## src/rtl/pdsc_defines.svh

```systemverilog
// Purpose: named constants of the depth/stencil/clamp front end
// Assumes: colour lanes are signed Q2.14, 1.0 = 16'h4000
// Notes:   included by pdsc_top.sv only
`ifndef PDSC_DEFINES_SVH
`define PDSC_DEFINES_SVH
`define PDSC_FIFO_DEPTH 16
`define PDSC_X_LSB32    16'h0003
`define PDSC_X_LSB16    16'h0007
`define PDSC_Y_LSB      16'h0003
`define PDSC_ZERO       16'h0000
`define PDSC_ONE        16'h4000
`define PDSC_NEG_ONE    16'hC000
`define PDSC_S_MAX      16'h7FFF
`define PDSC_S_MIN      16'h8000
`endif

```

## src/rtl/pdsc_pkg.sv

```systemverilog
// Purpose: types of the depth/stencil/clamp front end
// Assumes: nothing beyond the defines header
// Notes:   compare codes shared by stencil and depth
package pdsc_pkg;
  typedef enum logic [2:0] {
    PDSC_NEVER    = 3'h0,
    PDSC_LESS     = 3'h1,
    PDSC_EQUAL    = 3'h2,
    PDSC_LEQUAL   = 3'h3,
    PDSC_GREATER  = 3'h4,
    PDSC_NOTEQUAL = 3'h5,
    PDSC_GEQUAL   = 3'h6,
    PDSC_ALWAYS   = 3'h7
  } pdsc_cmp_e;
  typedef enum logic [1:0] {
    PDSC_RNG_UNORM = 2'h0,
    PDSC_RNG_SNORM = 2'h1,
    PDSC_RNG_RT    = 2'h2
  } pdsc_range_e;
  typedef enum logic [2:0] {
    PDSC_ST_IDLE  = 3'h1,
    PDSC_ST_FETCH = 3'h2,
    PDSC_ST_OUT   = 3'h4
  } pdsc_state_e;
  typedef struct packed {
    logic [15:0] x;
    logic [15:0] y;
    logic [23:0] z;
    logic        back;
    logic [63:0] color;
  } pdsc_pix_s;
endpackage

```

## src/rtl/pdsc_top.sv

```systemverilog
// Purpose: depth coordinate, stencil/depth test and pre-blend clamp
// Assumes: config inputs steady while pixels are in flight
// Notes:   one pixel every three cycles at best; FIFO absorbs bursts
// Functional notes
// - legacy disable mode: add 2 (32bpp) or 3 (16bpp) origin X LSBs to depth X
// - legacy disable mode: add 2 origin Y LSBs to depth Y
// - colour coords always take full origin; depth only the low bits in legacy disable mode
// - newer scheme: depth coords are pixel coords plus signed 16-bit offsets
// - stored stencil is fetched before the stencil compare
// - back-face stencil set only when double-sided and back-facing
// - reference and stored stencil both masked, then compared by function
// - stencil never drops pixels; its outcome is forwarded
// - stencil disabled forwards pass
// - source depth clamped to viewport range before the stored read when depth enabled
// - depth compared by function, outcome forwarded, no discard
// - depth disabled forwards pass
// - blend off: clamp source when enabled, else pass through
// - integer targets ignore clamp settings and clamp to format range
// - blend on: clamp source, destination and constant when enabled
// - one shared clamp setting serves every render target write
`include "pdsc_defines.svh"
////////////////////////////////////////////////////////////////////////
module pdsc_fifo #(
  parameter int W = 8,
  parameter int D = 16
) (
  input  wire logic         clk,
  input  wire logic         sys_rst,
  input  wire logic         in_valid,
  output logic              in_ready,
  input  wire logic [W-1:0] in_data,
  output logic              out_valid,
  input  wire logic         out_ready,
  output logic [W-1:0]      out_data
);
  localparam int AW = $clog2(D);
  logic [W-1:0]  mem_q [D];
  logic [AW-1:0] wp_q, wp_d, rp_q, rp_d;
  logic [AW:0]   cnt_q, cnt_d;
  logic          rdy_q, rdy_d, empty_q, empty_d;
  logic          push, pop;
  always_comb begin
    push    = in_valid && rdy_q;
    pop     = out_ready && !empty_q;
    wp_d    = push ? AW'(wp_q + 1'b1) : wp_q;
    rp_d    = pop ? AW'(rp_q + 1'b1) : rp_q;
    cnt_d   = (AW+1)'(cnt_q + push - pop);
    rdy_d   = cnt_d != (AW+1)'(D); // kept as a flop so in_ready leaves a register
    empty_d = cnt_d == '0;
  end
  always_ff @(posedge clk) begin
    if (sys_rst) begin
      wp_q    <= '0;
      rp_q    <= '0;
      cnt_q   <= '0;
      rdy_q   <= 1'b1;
      empty_q <= 1'b1;
    end else begin
      wp_q    <= wp_d;
      rp_q    <= rp_d;
      cnt_q   <= cnt_d;
      rdy_q   <= rdy_d;
      empty_q <= empty_d;
    end
  end
  // storage needs no reset; empty flag guards it
  always_ff @(posedge clk) begin
    if (push) begin
      mem_q[wp_q] <= in_data;
    end
  end
  assign in_ready  = rdy_q;
  assign out_valid = !empty_q;
  assign out_data  = mem_q[rp_q];
endmodule
////////////////////////////////////////////////////////////////////////
module pdsc_top (
  input  wire logic        clk,
  input  wire logic        sys_rst,
  input  wire logic        in_valid,
  output logic             in_ready,
  input  wire logic [15:0] in_x,
  input  wire logic [15:0] in_y,
  input  wire logic [23:0] in_depth,
  input  wire logic        in_back,
  input  wire logic [63:0] in_color,
  input  wire logic        legacy_mode,
  input  wire logic        depth_origin_offset_disable,
  input  wire logic        color_32bpp,
  input  wire logic [15:0] origin_x,
  input  wire logic [15:0] origin_y,
  input  wire logic [15:0] depth_off_x,
  input  wire logic [15:0] depth_off_y,
  input  wire logic        stencil_en,
  input  wire logic        dbl_stencil_en,
  input  wire logic [7:0]  st_ref_f,
  input  wire logic [7:0]  st_mask_f,
  input  wire logic [2:0]  st_func_f,
  input  wire logic [7:0]  st_ref_b,
  input  wire logic [7:0]  st_mask_b,
  input  wire logic [2:0]  st_func_b,
  input  wire logic        depth_en,
  input  wire logic [2:0]  depth_func,
  input  wire logic [23:0] vp_min,
  input  wire logic [23:0] vp_max,
  input  wire logic        blend_en,
  input  wire logic        preclamp_en,
  input  wire logic [1:0]  clamp_range,
  input  wire logic        rt_int,
  input  wire logic        rt_sint,
  input  wire logic [63:0] const_color,
  output logic             fetch_req,
  output logic [15:0]      fetch_x,
  output logic [15:0]      fetch_y,
  input  wire logic        fetch_valid,
  input  wire logic [7:0]  fetch_stencil,
  input  wire logic [23:0] fetch_depth,
  input  wire logic [63:0] fetch_color,
  output logic             out_valid,
  input  wire logic        out_ready,
  output logic [15:0]      out_cx,
  output logic [15:0]      out_cy,
  output logic [63:0]      out_src,
  output logic [63:0]      out_dst,
  output logic [63:0]      out_const,
  output logic             out_stencil_pass,
  output logic             out_depth_pass
);
  function automatic logic cmp(input logic [2:0] f, input logic [23:0] a, input logic [23:0] b);
    case (pdsc_pkg::pdsc_cmp_e'(f))
      pdsc_pkg::PDSC_NEVER:    cmp = 1'b0;
      pdsc_pkg::PDSC_LESS:     cmp = a < b;
      pdsc_pkg::PDSC_EQUAL:    cmp = a == b;
      pdsc_pkg::PDSC_LEQUAL:   cmp = a <= b;
      pdsc_pkg::PDSC_GREATER:  cmp = a > b;
      pdsc_pkg::PDSC_NOTEQUAL: cmp = a != b;
      pdsc_pkg::PDSC_GEQUAL:   cmp = a >= b;
      default:                 cmp = 1'b1;
    endcase
  endfunction
  function automatic logic [15:0] clamp(input logic [15:0] v, input logic [15:0] lo, input logic [15:0] hi);
    if ($signed(v) < $signed(lo)) begin
      clamp = lo;
    end else if ($signed(v) > $signed(hi)) begin
      clamp = hi;
    end else begin
      clamp = v;
    end
  endfunction
  ////////////////////////////////////////////////////////////////////
  localparam int PW = $bits(pdsc_pkg::pdsc_pix_s);
  pdsc_pkg::pdsc_pix_s f_pix;
  logic [PW-1:0]       f_data;
  logic                f_valid, f_pop;
  pdsc_fifo #(.W(PW), .D(`PDSC_FIFO_DEPTH)) u_fifo (
    .clk       (clk),
    .sys_rst   (sys_rst),
    .in_valid  (in_valid),
    .in_ready  (in_ready),
    .in_data   ({in_x, in_y, in_depth, in_back, in_color}),
    .out_valid (f_valid),
    .out_ready (f_pop),
    .out_data  (f_data)
  );
  assign f_pix = pdsc_pkg::pdsc_pix_s'(f_data);
  ////////////////////////////////////////////////////////////////////
  // clamp range selection, one shared setting for all targets
  logic [15:0] lo, hi;
  logic        do_src, do_oth;
  logic [63:0] src_q, src_d, src_cl, dst_cl, cst_cl;
  always_comb begin
    do_src = rt_int || preclamp_en;
    do_oth = blend_en && preclamp_en && !rt_int;
    if (rt_int) begin
      lo = rt_sint ? `PDSC_S_MIN : `PDSC_ZERO;
      hi = `PDSC_S_MAX;
    end else if (clamp_range == pdsc_pkg::PDSC_RNG_UNORM) begin
      lo = `PDSC_ZERO;
      hi = `PDSC_ONE;
    end else if (clamp_range == pdsc_pkg::PDSC_RNG_SNORM) begin
      lo = `PDSC_NEG_ONE;
      hi = `PDSC_ONE;
    end else begin
      lo = `PDSC_S_MIN;
      hi = `PDSC_S_MAX;
    end
  end
  for (genvar c = 0; c < 4; c++) begin : g_lane
    assign src_cl[16*c +: 16] = do_src ? clamp(src_q[16*c +: 16], lo, hi) : src_q[16*c +: 16];
    assign dst_cl[16*c +: 16] = do_oth ? clamp(fetch_color[16*c +: 16], lo, hi) : fetch_color[16*c +: 16];
    assign cst_cl[16*c +: 16] = do_oth ? clamp(const_color[16*c +: 16], lo, hi) : const_color[16*c +: 16];
  end
  ////////////////////////////////////////////////////////////////////
  pdsc_pkg::pdsc_state_e st_q, st_d;
  logic [15:0] cx_q, cx_d, cy_q, cy_d, dx_q, dx_d, dy_q, dy_d;
  logic [23:0] dz_q, dz_d;
  logic        bk_q, bk_d, freq_q, freq_d, ov_q, ov_d, sp_q, sp_d, dp_q, dp_d;
  logic [63:0] osrc_q, osrc_d, odst_q, odst_d, ocst_q, ocst_d;
  logic [7:0]  s_ref, s_mask;
  logic [2:0]  s_func;
  logic [15:0] xlsb;
  always_comb begin
    st_d   = st_q;
    {cx_d, cy_d, dx_d, dy_d, dz_d, bk_d, src_d} = {cx_q, cy_q, dx_q, dy_q, dz_q, bk_q, src_q};
    freq_d = freq_q;
    ov_d   = ov_q;
    sp_d   = sp_q;
    dp_d   = dp_q;
    osrc_d = osrc_q;
    odst_d = odst_q;
    ocst_d = ocst_q;
    f_pop  = st_q == pdsc_pkg::PDSC_ST_IDLE;
    xlsb   = color_32bpp ? `PDSC_X_LSB32 : `PDSC_X_LSB16;
    // back set only for double-sided and back-facing
    s_ref  = (dbl_stencil_en && bk_q) ? st_ref_b : st_ref_f;
    s_mask = (dbl_stencil_en && bk_q) ? st_mask_b : st_mask_f;
    s_func = (dbl_stencil_en && bk_q) ? st_func_b : st_func_f;
    case (st_q)
      pdsc_pkg::PDSC_ST_IDLE: begin
        if (f_valid) begin
          cx_d = 16'(f_pix.x + origin_x);
          cy_d = 16'(f_pix.y + origin_y);
          if (legacy_mode && depth_origin_offset_disable) begin
            dx_d = 16'(f_pix.x + (origin_x & xlsb));
            dy_d = 16'(f_pix.y + (origin_y & `PDSC_Y_LSB));
          end else if (legacy_mode) begin
            dx_d = 16'(f_pix.x + origin_x);
            dy_d = 16'(f_pix.y + origin_y);
          end else begin
            dx_d = 16'(f_pix.x + depth_off_x);
            dy_d = 16'(f_pix.y + depth_off_y);
          end
          // clamp lands on the same edge that issues the fetch
          dz_d   = depth_en ? ((f_pix.z < vp_min) ? vp_min : (f_pix.z > vp_max) ? vp_max : f_pix.z) : f_pix.z;
          bk_d   = f_pix.back;
          src_d  = f_pix.color;
          freq_d = 1'b1;
          st_d   = pdsc_pkg::PDSC_ST_FETCH;
        end
      end
      pdsc_pkg::PDSC_ST_FETCH: begin
        if (fetch_valid) begin
          freq_d = 1'b0;
          sp_d   = !stencil_en || cmp(s_func, {16'h0000, s_ref & s_mask}, {16'h0000, fetch_stencil & s_mask});
          dp_d   = !depth_en || cmp(depth_func, dz_q, fetch_depth);
          osrc_d = src_cl;
          odst_d = dst_cl;
          ocst_d = cst_cl;
          ov_d   = 1'b1;
          st_d   = pdsc_pkg::PDSC_ST_OUT;
        end
      end
      pdsc_pkg::PDSC_ST_OUT: begin
        if (out_ready) begin
          ov_d = 1'b0;
          st_d = pdsc_pkg::PDSC_ST_IDLE;
        end
      end
      default: begin
        st_d = pdsc_pkg::PDSC_ST_IDLE;
      end
    endcase
  end
  always_ff @(posedge clk) begin
    if (sys_rst) begin
      st_q   <= pdsc_pkg::PDSC_ST_IDLE;
      {cx_q, cy_q, dx_q, dy_q, dz_q, bk_q, src_q, freq_q, ov_q} <= '0;
      {sp_q, dp_q, osrc_q, odst_q, ocst_q}                    <= '0;
    end else begin
      st_q   <= st_d;
      cx_q   <= cx_d;
      cy_q   <= cy_d;
      dx_q   <= dx_d;
      dy_q   <= dy_d;
      dz_q   <= dz_d;
      bk_q   <= bk_d;
      src_q  <= src_d;
      freq_q <= freq_d;
      ov_q   <= ov_d;
      sp_q   <= sp_d;
      dp_q   <= dp_d;
      osrc_q <= osrc_d;
      odst_q <= odst_d;
      ocst_q <= ocst_d;
    end
  end
  assign fetch_req        = freq_q;
  assign fetch_x          = dx_q;
  assign fetch_y          = dy_q;
  assign out_valid        = ov_q;
  assign out_cx           = cx_q;
  assign out_cy           = cy_q;
  assign out_src          = osrc_q;
  assign out_dst          = odst_q;
  assign out_const        = ocst_q;
  assign out_stencil_pass = sp_q;
  assign out_depth_pass   = dp_q;

  logic take;
  assign take = f_pop && f_valid;
endmodule

```

## config.mk

```make
export PLATFORM = sky130hd
export DESIGN_NAME = pdsc_top
export DESIGN_NICKNAME = d
export VERILOG_FILES = /design/src/rtl/pdsc_pkg.sv /design/src/rtl/pdsc_top.sv
export VERILOG_INCLUDE_DIRS = /design/src /design/src/rtl
export SDC_FILE = /design/constraint.sdc
export NUM_CORES = 2
export LEC_CHECK = 0
export BUFFER_PORTS_ARGS = -buffer_cell sky130_fd_sc_hd__buf_2
export CORE_MARGIN = 2
export CORE_UTILIZATION = 25
export DETAILED_ROUTE_END_ITERATION = 8
export PLACE_DENSITY_LB_ADDON = 0.12
export SETUP_SLACK_MARGIN = 0.05
export SLEW_MARGIN = 20
export SYNTH_ARGS = -nofsm -noshare
export SYNTH_HDL_FRONTEND = slang
export SYNTH_HIERARCHICAL = 1
export SYNTH_SLANG_ARGS = --single-unit
```

## constraint.sdc

```tcl
create_clock -name clk -period 15.7 [get_ports clk]
set_input_delay 4.71 -clock clk [delete_from_list [all_inputs] [get_ports clk]]
set_output_delay 4.71 -clock clk [all_outputs]
set_load 0.02 [all_outputs]
```

-- Word-level counts from Yosys, hierarchy flattened
Memories as Yosys holds them, arrays and structs flattened. A register that Yosys moved wholly into a read port is not among the register bits.
Cells that the tools add are included.
- add/subtract/negate cells: 10
- magnitude comparators: 34
- equality and inequality tests: 24
- mux-type cells: 74
- bitwise gates (word level): 4
- reduce and logical (&&, ||, !) cells: 24
- operator list (cell ; number):
    16-bit 2-to-1 mux ; 43
    16-bit > comparator ; 12
    16-bit < comparator ; 12
    16-bit adder ; 5
    24-bit 2-to-1 mux ; 3
    24-bit > comparator ; 2
    24-bit < comparator ; 2
    14-bit 2-to-1 mux ; 3
    24-bit equality test ; 1
    24-bit >= comparator ; 1
    24-bit <= comparator ; 1
    24-bit inequality test ; 1
    3-bit equality test, second input constant ; 7
    16-bit by 2-bit adder with 16-bit output ; 1
    16-bit by 3-bit AND with 16-bit output ; 1
    8-bit AND ; 2
    8-bit 2-to-1 mux ; 2
    3-bit by 2-bit equality test with 1-bit output, second input constant ; 5
    15-bit 2-to-1 mux ; 1
    3-bit 2-to-1 mux ; 5
    1-bit case mux with 7 select lines ; 2
    1-bit 2-to-1 mux ; 10
    3-bit by 1-bit equality test with 1-bit output, second input constant ; 3
    3-bit case mux with 3 select lines ; 1
    24 further kinds ; 44
- bits in registers: 367
- RAM bits: 1936
- input bits: 451
- output and inout port bits: 261
- logic and storage cells: 191
- memories: 1
- memory list (name ; depth ; bits a word ; read ports ; clocked after Yosys merged registers in ; write ports ; line ; source):
    u_fifo.mem_q ; 16 ; 121 ; 1 ; 1 ; 1 ; pdsc_top.sv:37 ; logic [W-1:0] mem_q [D];

-- Longest topological paths before layout
- depth after elaboration: 8
- depth in mapped cells: 18
- depth with buffers taken out: 14

-- Modules after synthesis
Netlist, hierarchy kept.
- by module, submodules not included (module ; times used ; cells each ; area an instance (um2) ; sequential area each (um2)):
    pdsc_fifo ; 1 ; 3063 ; 73071.3 ; 58516.1
    pdsc_top ; 1 ; 2939 ; 23467.5 ; 7046.8

-- Least setup slack after synthesis
No wires, ideal clock.
- path kind: input-to-reg
- start point: in in_valid
- end point: mem u_fifo/mem_q[3][0] (netlist bit) (enable)
- library setup time: 749 ps
- data arrival time: 13380 ps
- required time: 14951 ps
- slack: 1571 ps
- cell stages on the path: 4
- buffers on the path: 1
- path through: and2_1 > clkbuf_1 > nand2_1 > nor3_1
- cells in the longest elaborated chain, start to end: 3
- RTL lines (element ; line ; source):
    start: declaration ; pdsc_top.sv:80 ; input wire logic in_valid,
    1-bit logical AND ; pdsc_top.sv:43 ; push = in_valid && rdy_q;
    1-bit 2-to-1 mux ; pdsc_top.sv:68 ; if (push) begin
    1-bit 2-to-1 mux (implied by the code) ; pdsc_top.sv:69 ; mem_q[wp_q] <= in_data;
    end: declaration ; pdsc_top.sv:37 ;
Every way passes these cells.

==> impl_metrics.csv <==
group,metric,value,unit
floorplanning,die_area,391000,sq um
drt,antenna_left,0,
drt,num_vias,58000,
yosys,syn_area,96500,sq um
yosys,ys_types,80,
timing,setup_viol,0,
setup_path,worstPathArrival,8.50,ns
min_path,min_from,"out_dst[20]$_SDFFE_PP0P_",
floorplanning,start_util,25.1,%
global_routing,antenna_found_initial,131,
pwr,vdd_drop_max,0.0976,mV
timing,fin_ws,7.97,ns
timing,rsz0062_at_grt,"no",
drt,avgRoutedWirePerCell,29.5,um
timing,fin_skew,0.0744,ns
drt,viasPerCell,4.78,
timing,finalMaxSlewViolations,0,
clocking,cts.path.max_buffers,4,
min_path,min_to,"out_dst[20]$_SDFFE_PP0P_",
setup_path,path_cells,"buf_4 -> buf_4 -> buf_4 -> buf_4 -> mux4_2 -> a22oi_1 -> nand2_1 -> ha_1 -> o21ai_0 -> o21ai_0 -> a31oi_1 -> o21bai_1 -> a21oi_1 -> xnor2_1 -> o31ai_1 -> o41ai_1",
min_path,holdPathStages,2,
timing,relSlewSlack,26.8,%
place,dp_hpwl,227000,um
clocking,cts_htree_levels,5,
place,place_ws,6.97,ns
clocking,postCtsSetupRepairBufs,0,
timing,tightestPinTransition,1.10,ns
setup_path,critPathLaunchType,"register",
yosys,ys_top_cells_by_area,"edfxtp_1 60%, mux4_2 11%, dfxtp_1 7.7%",
yosys,async_reset_ff_share,0,%
clocking,cts_made_buffers,283,
setup_path,path_buf_inv,4,
clocking,cts_resized,0,
yosys,synth.top_cells.by_count,"1936 x edfxtp_1, 555 x nand2_1, 484 x mux4_2",
yosys,syn-num-nets,6787,
clocking,path_clk_slew,0.06,ns
setup_path,cp_max_fo,61,
clocking,cts_sinks,2307,
floorplanning,dieHeight,625,um
clocking,cts_root_buffer,"clkbuf_16",
global_routing,overflow,0,
yosys,synth_xor_area_share,0.771,%
yosys,ys.warnings.count,6,
layout,n_fill_cell,38300,
global_routing,grt_pass1_vias,59700,
floorplanning,die_w,625,um
setup_path,r2r-end,"fetch_x[9]$_SDFFE_PP0P_",
floorplanning,core,385000,sq um
yosys,syn_inst,6002,
yosys,yosys.area_share.simple,5.54,%
setup_path,r2r_cells,16,
clocking,cts.hold.buffers_added,0,
yosys,synth_flop_cell,"edfxtp_1",
clocking,cts_tree,"built",
timing,tns,0,ns
timing,fmax,129,MHz
yosys,synth_top_family_by_area,"multiplexers",
outcome,status,"finished, final reports clean",
floorplanning,io_pins,712,
yosys,ys_seq_area_share,67.9,%
layout,fin_nets,7586,
yosys,synth_compound_area_share,7.72,%
min_path,hold_class,"reg -> reg",
setup_path,cp_slowest_cell,"dfxtp_4",
setup_path,cp_common_cell,"buf_4",
drt,dr.pass1.iters,5,
global_routing,grt_usage,17.9,%
drt,drc,0,
setup_path,cp_top_family,"buffers and inverters",
place,gp_congestion,0.847,
global_routing,grt_max_degree,161,
yosys,synth.most_common_cell,"edfxtp_1",
yosys,ys_ff_latch,2307,
pwr,cellPowerDensity,158,nW/um^2
clocking,clk_latency,0.93,ns
layout,fin_util,30.0,%
layout,area_delta_synth_final,19.6,%
timing,period_share,49.2,%
yosys,synth_top_area_share,60.2,%
setup_path,end_kind,"register",
floorplanning,num_rows,228,
global_routing,grt_pass1_wl,493000,um
yosys,synth_edf_count,1936,
setup_path,r2r_slack,7.97,ns
layout,drive_gt1_share,25.4,%
yosys,synth.largest_area_cell,"edfxtp_1",
yosys,synthAdderAreaFrac,4.46,%
run,drv_cap,0,
timing,final_hold_viol_count,0,
timing,min_period,7.73,ns
drt,routed_wl,358000,um
setup_path,critPathRequiredTime,16.48,ns
setup_path,crit_type,"reg -> reg",
place,portBuffers,711,
yosys,synth_mux_area_share,11.6,%
drt,drt_iter0_drc,3827,
pwr,p_leak,0.0397,uW
yosys,avgSynthCellArea,16.1,sq um
setup_path,max_stage_delay,1.04,ns
==> worst max-delay path by stage <==
stage / cells past startpoint / from / slack [ns] / endpoint
after floorplan: 4 / in_valid / 1.57 / u_fifo/mem_q[3][0]$_DFFE_PP_
after global placement: 13 / rt_int / 6.63 / out_const[51]$_SDFFE_PP0P_
after detailed placement: 13 / rt_int / 6.97 / out_src[12]$_SDFFE_PP0P_
after CTS: 16 / register / 7.80 / fetch_x[9]$_SDFFE_PP0P_
after global routing: 16 / register / 7.50 / fetch_x[9]$_SDFFE_PP0P_
final: 16 / register / 7.97 / fetch_x[9]$_SDFFE_PP0P_
==> layout by cell type, fill, tap and decap left out, types with 42 or more instances in the layout <==
cell type and count:
clkinv_1 48, a21oi_1 245, buf_4 112, o211ai_1 48, clkbuf_1 71, o21ai_0 208
nor2_1 280, dfxtp_1 369, inv_1 138, a22oi_1 243, a211oi_1 51, clkbuf_16 288
edfxtp_1 1936, nand2_1 555, mux4_2 484, a21o_1 68, buf_2 710, a311oi_1 42
ha_1 317, a221o_1 44, xnor2_1 48, nand4_1 68, diode_2 43, nand3_1 47
==> flip-flops by register name (all words and copies together) (netlist names), named ones only <==
register and flops:
bk_q 1, dz_q 24, fetch_req 1, fetch_x 16
fetch_y 16, out_const 64, out_cx 16, out_cy 16
out_depth_pass 1, out_dst 64, out_src 64, out_stencil_pass 1
out_valid 1, src_q 64, st_q 3, u_fifo/cnt_q 5
u_fifo/empty_q 1, u_fifo/in_ready 1, u_fifo/mem_q 1936, u_fifo/rp_q 4
u_fifo/wp_q 4
==> tightest hold or removal path: stages, from the launching register on <==
cell,delay [ns]
dfxtp_1,0.30
nand2_1,0.05
o21ai_1,0.05
==> metrics by stage <==
stage | hold WS [ns] | area, sq um | cells | power (uW)
2_1_floorplan | 0.449 | 96500 | 6002 | 10500
6_report | 0.443 | 115000 | 12100 | 18300
5_1_grt | 0.471 | 115000 | 12100 | 19200
4_1_cts | 0.448 | 115000 | 12100 | 18700
3_5_place_dp | 0.440 | 106000 | 11600 | 12100
3_3_place_gp | 0.431 | 106000 | 11600 | 12100
==> routing by layer <==
layer | global-route usage (%) | part of all wire (%)
met1 | 21.8 | 41
met2 | 31.7 | 50
met3 | 3.38 | 5.1
met4 | 5.62 | 3.4
met5 | 0 | 0.10
==> final cells by class <==
type	instances	area, sq um	share of cell area [%]
clock buffers	381	7770	6.73
clock inverters	133	1330	1.15
multi-input cells	3237	29300	25.3
inverters	141	529	0.458
diodes	43	108	0.0932
repair buffers	831	4580	3.96
well taps	5060	6330	5.48
flip-flops and latches	2307	65600	56.8
==> cell families (layout without fill, tap and decap cells) <==
| group | count (synthesis) | after routing |
|---|---|---|
| XOR/XNOR | 85 | 85 |
| buffers and inverters | 458 | 1486 |
| adder cells (fa/ha/maj) | 334 | 334 |
| AND/OR/NAND/NOR | 1206 | 1206 |
| multiplexers | 510 | 510 |
| other | 0 | 43 |
| flip-flops | 2307 | 2307 |
| AO/OA/AOI/OAI | 1102 | 1102 |
==> where the power goes <==
part           switching (uW)  internal (uW)  total (uW)
clock                    2700           3740        6440
combinational            2770           1810        4580
sequential                280           7000        7280
No activity file was read; power rests on OpenSTA's default activity.
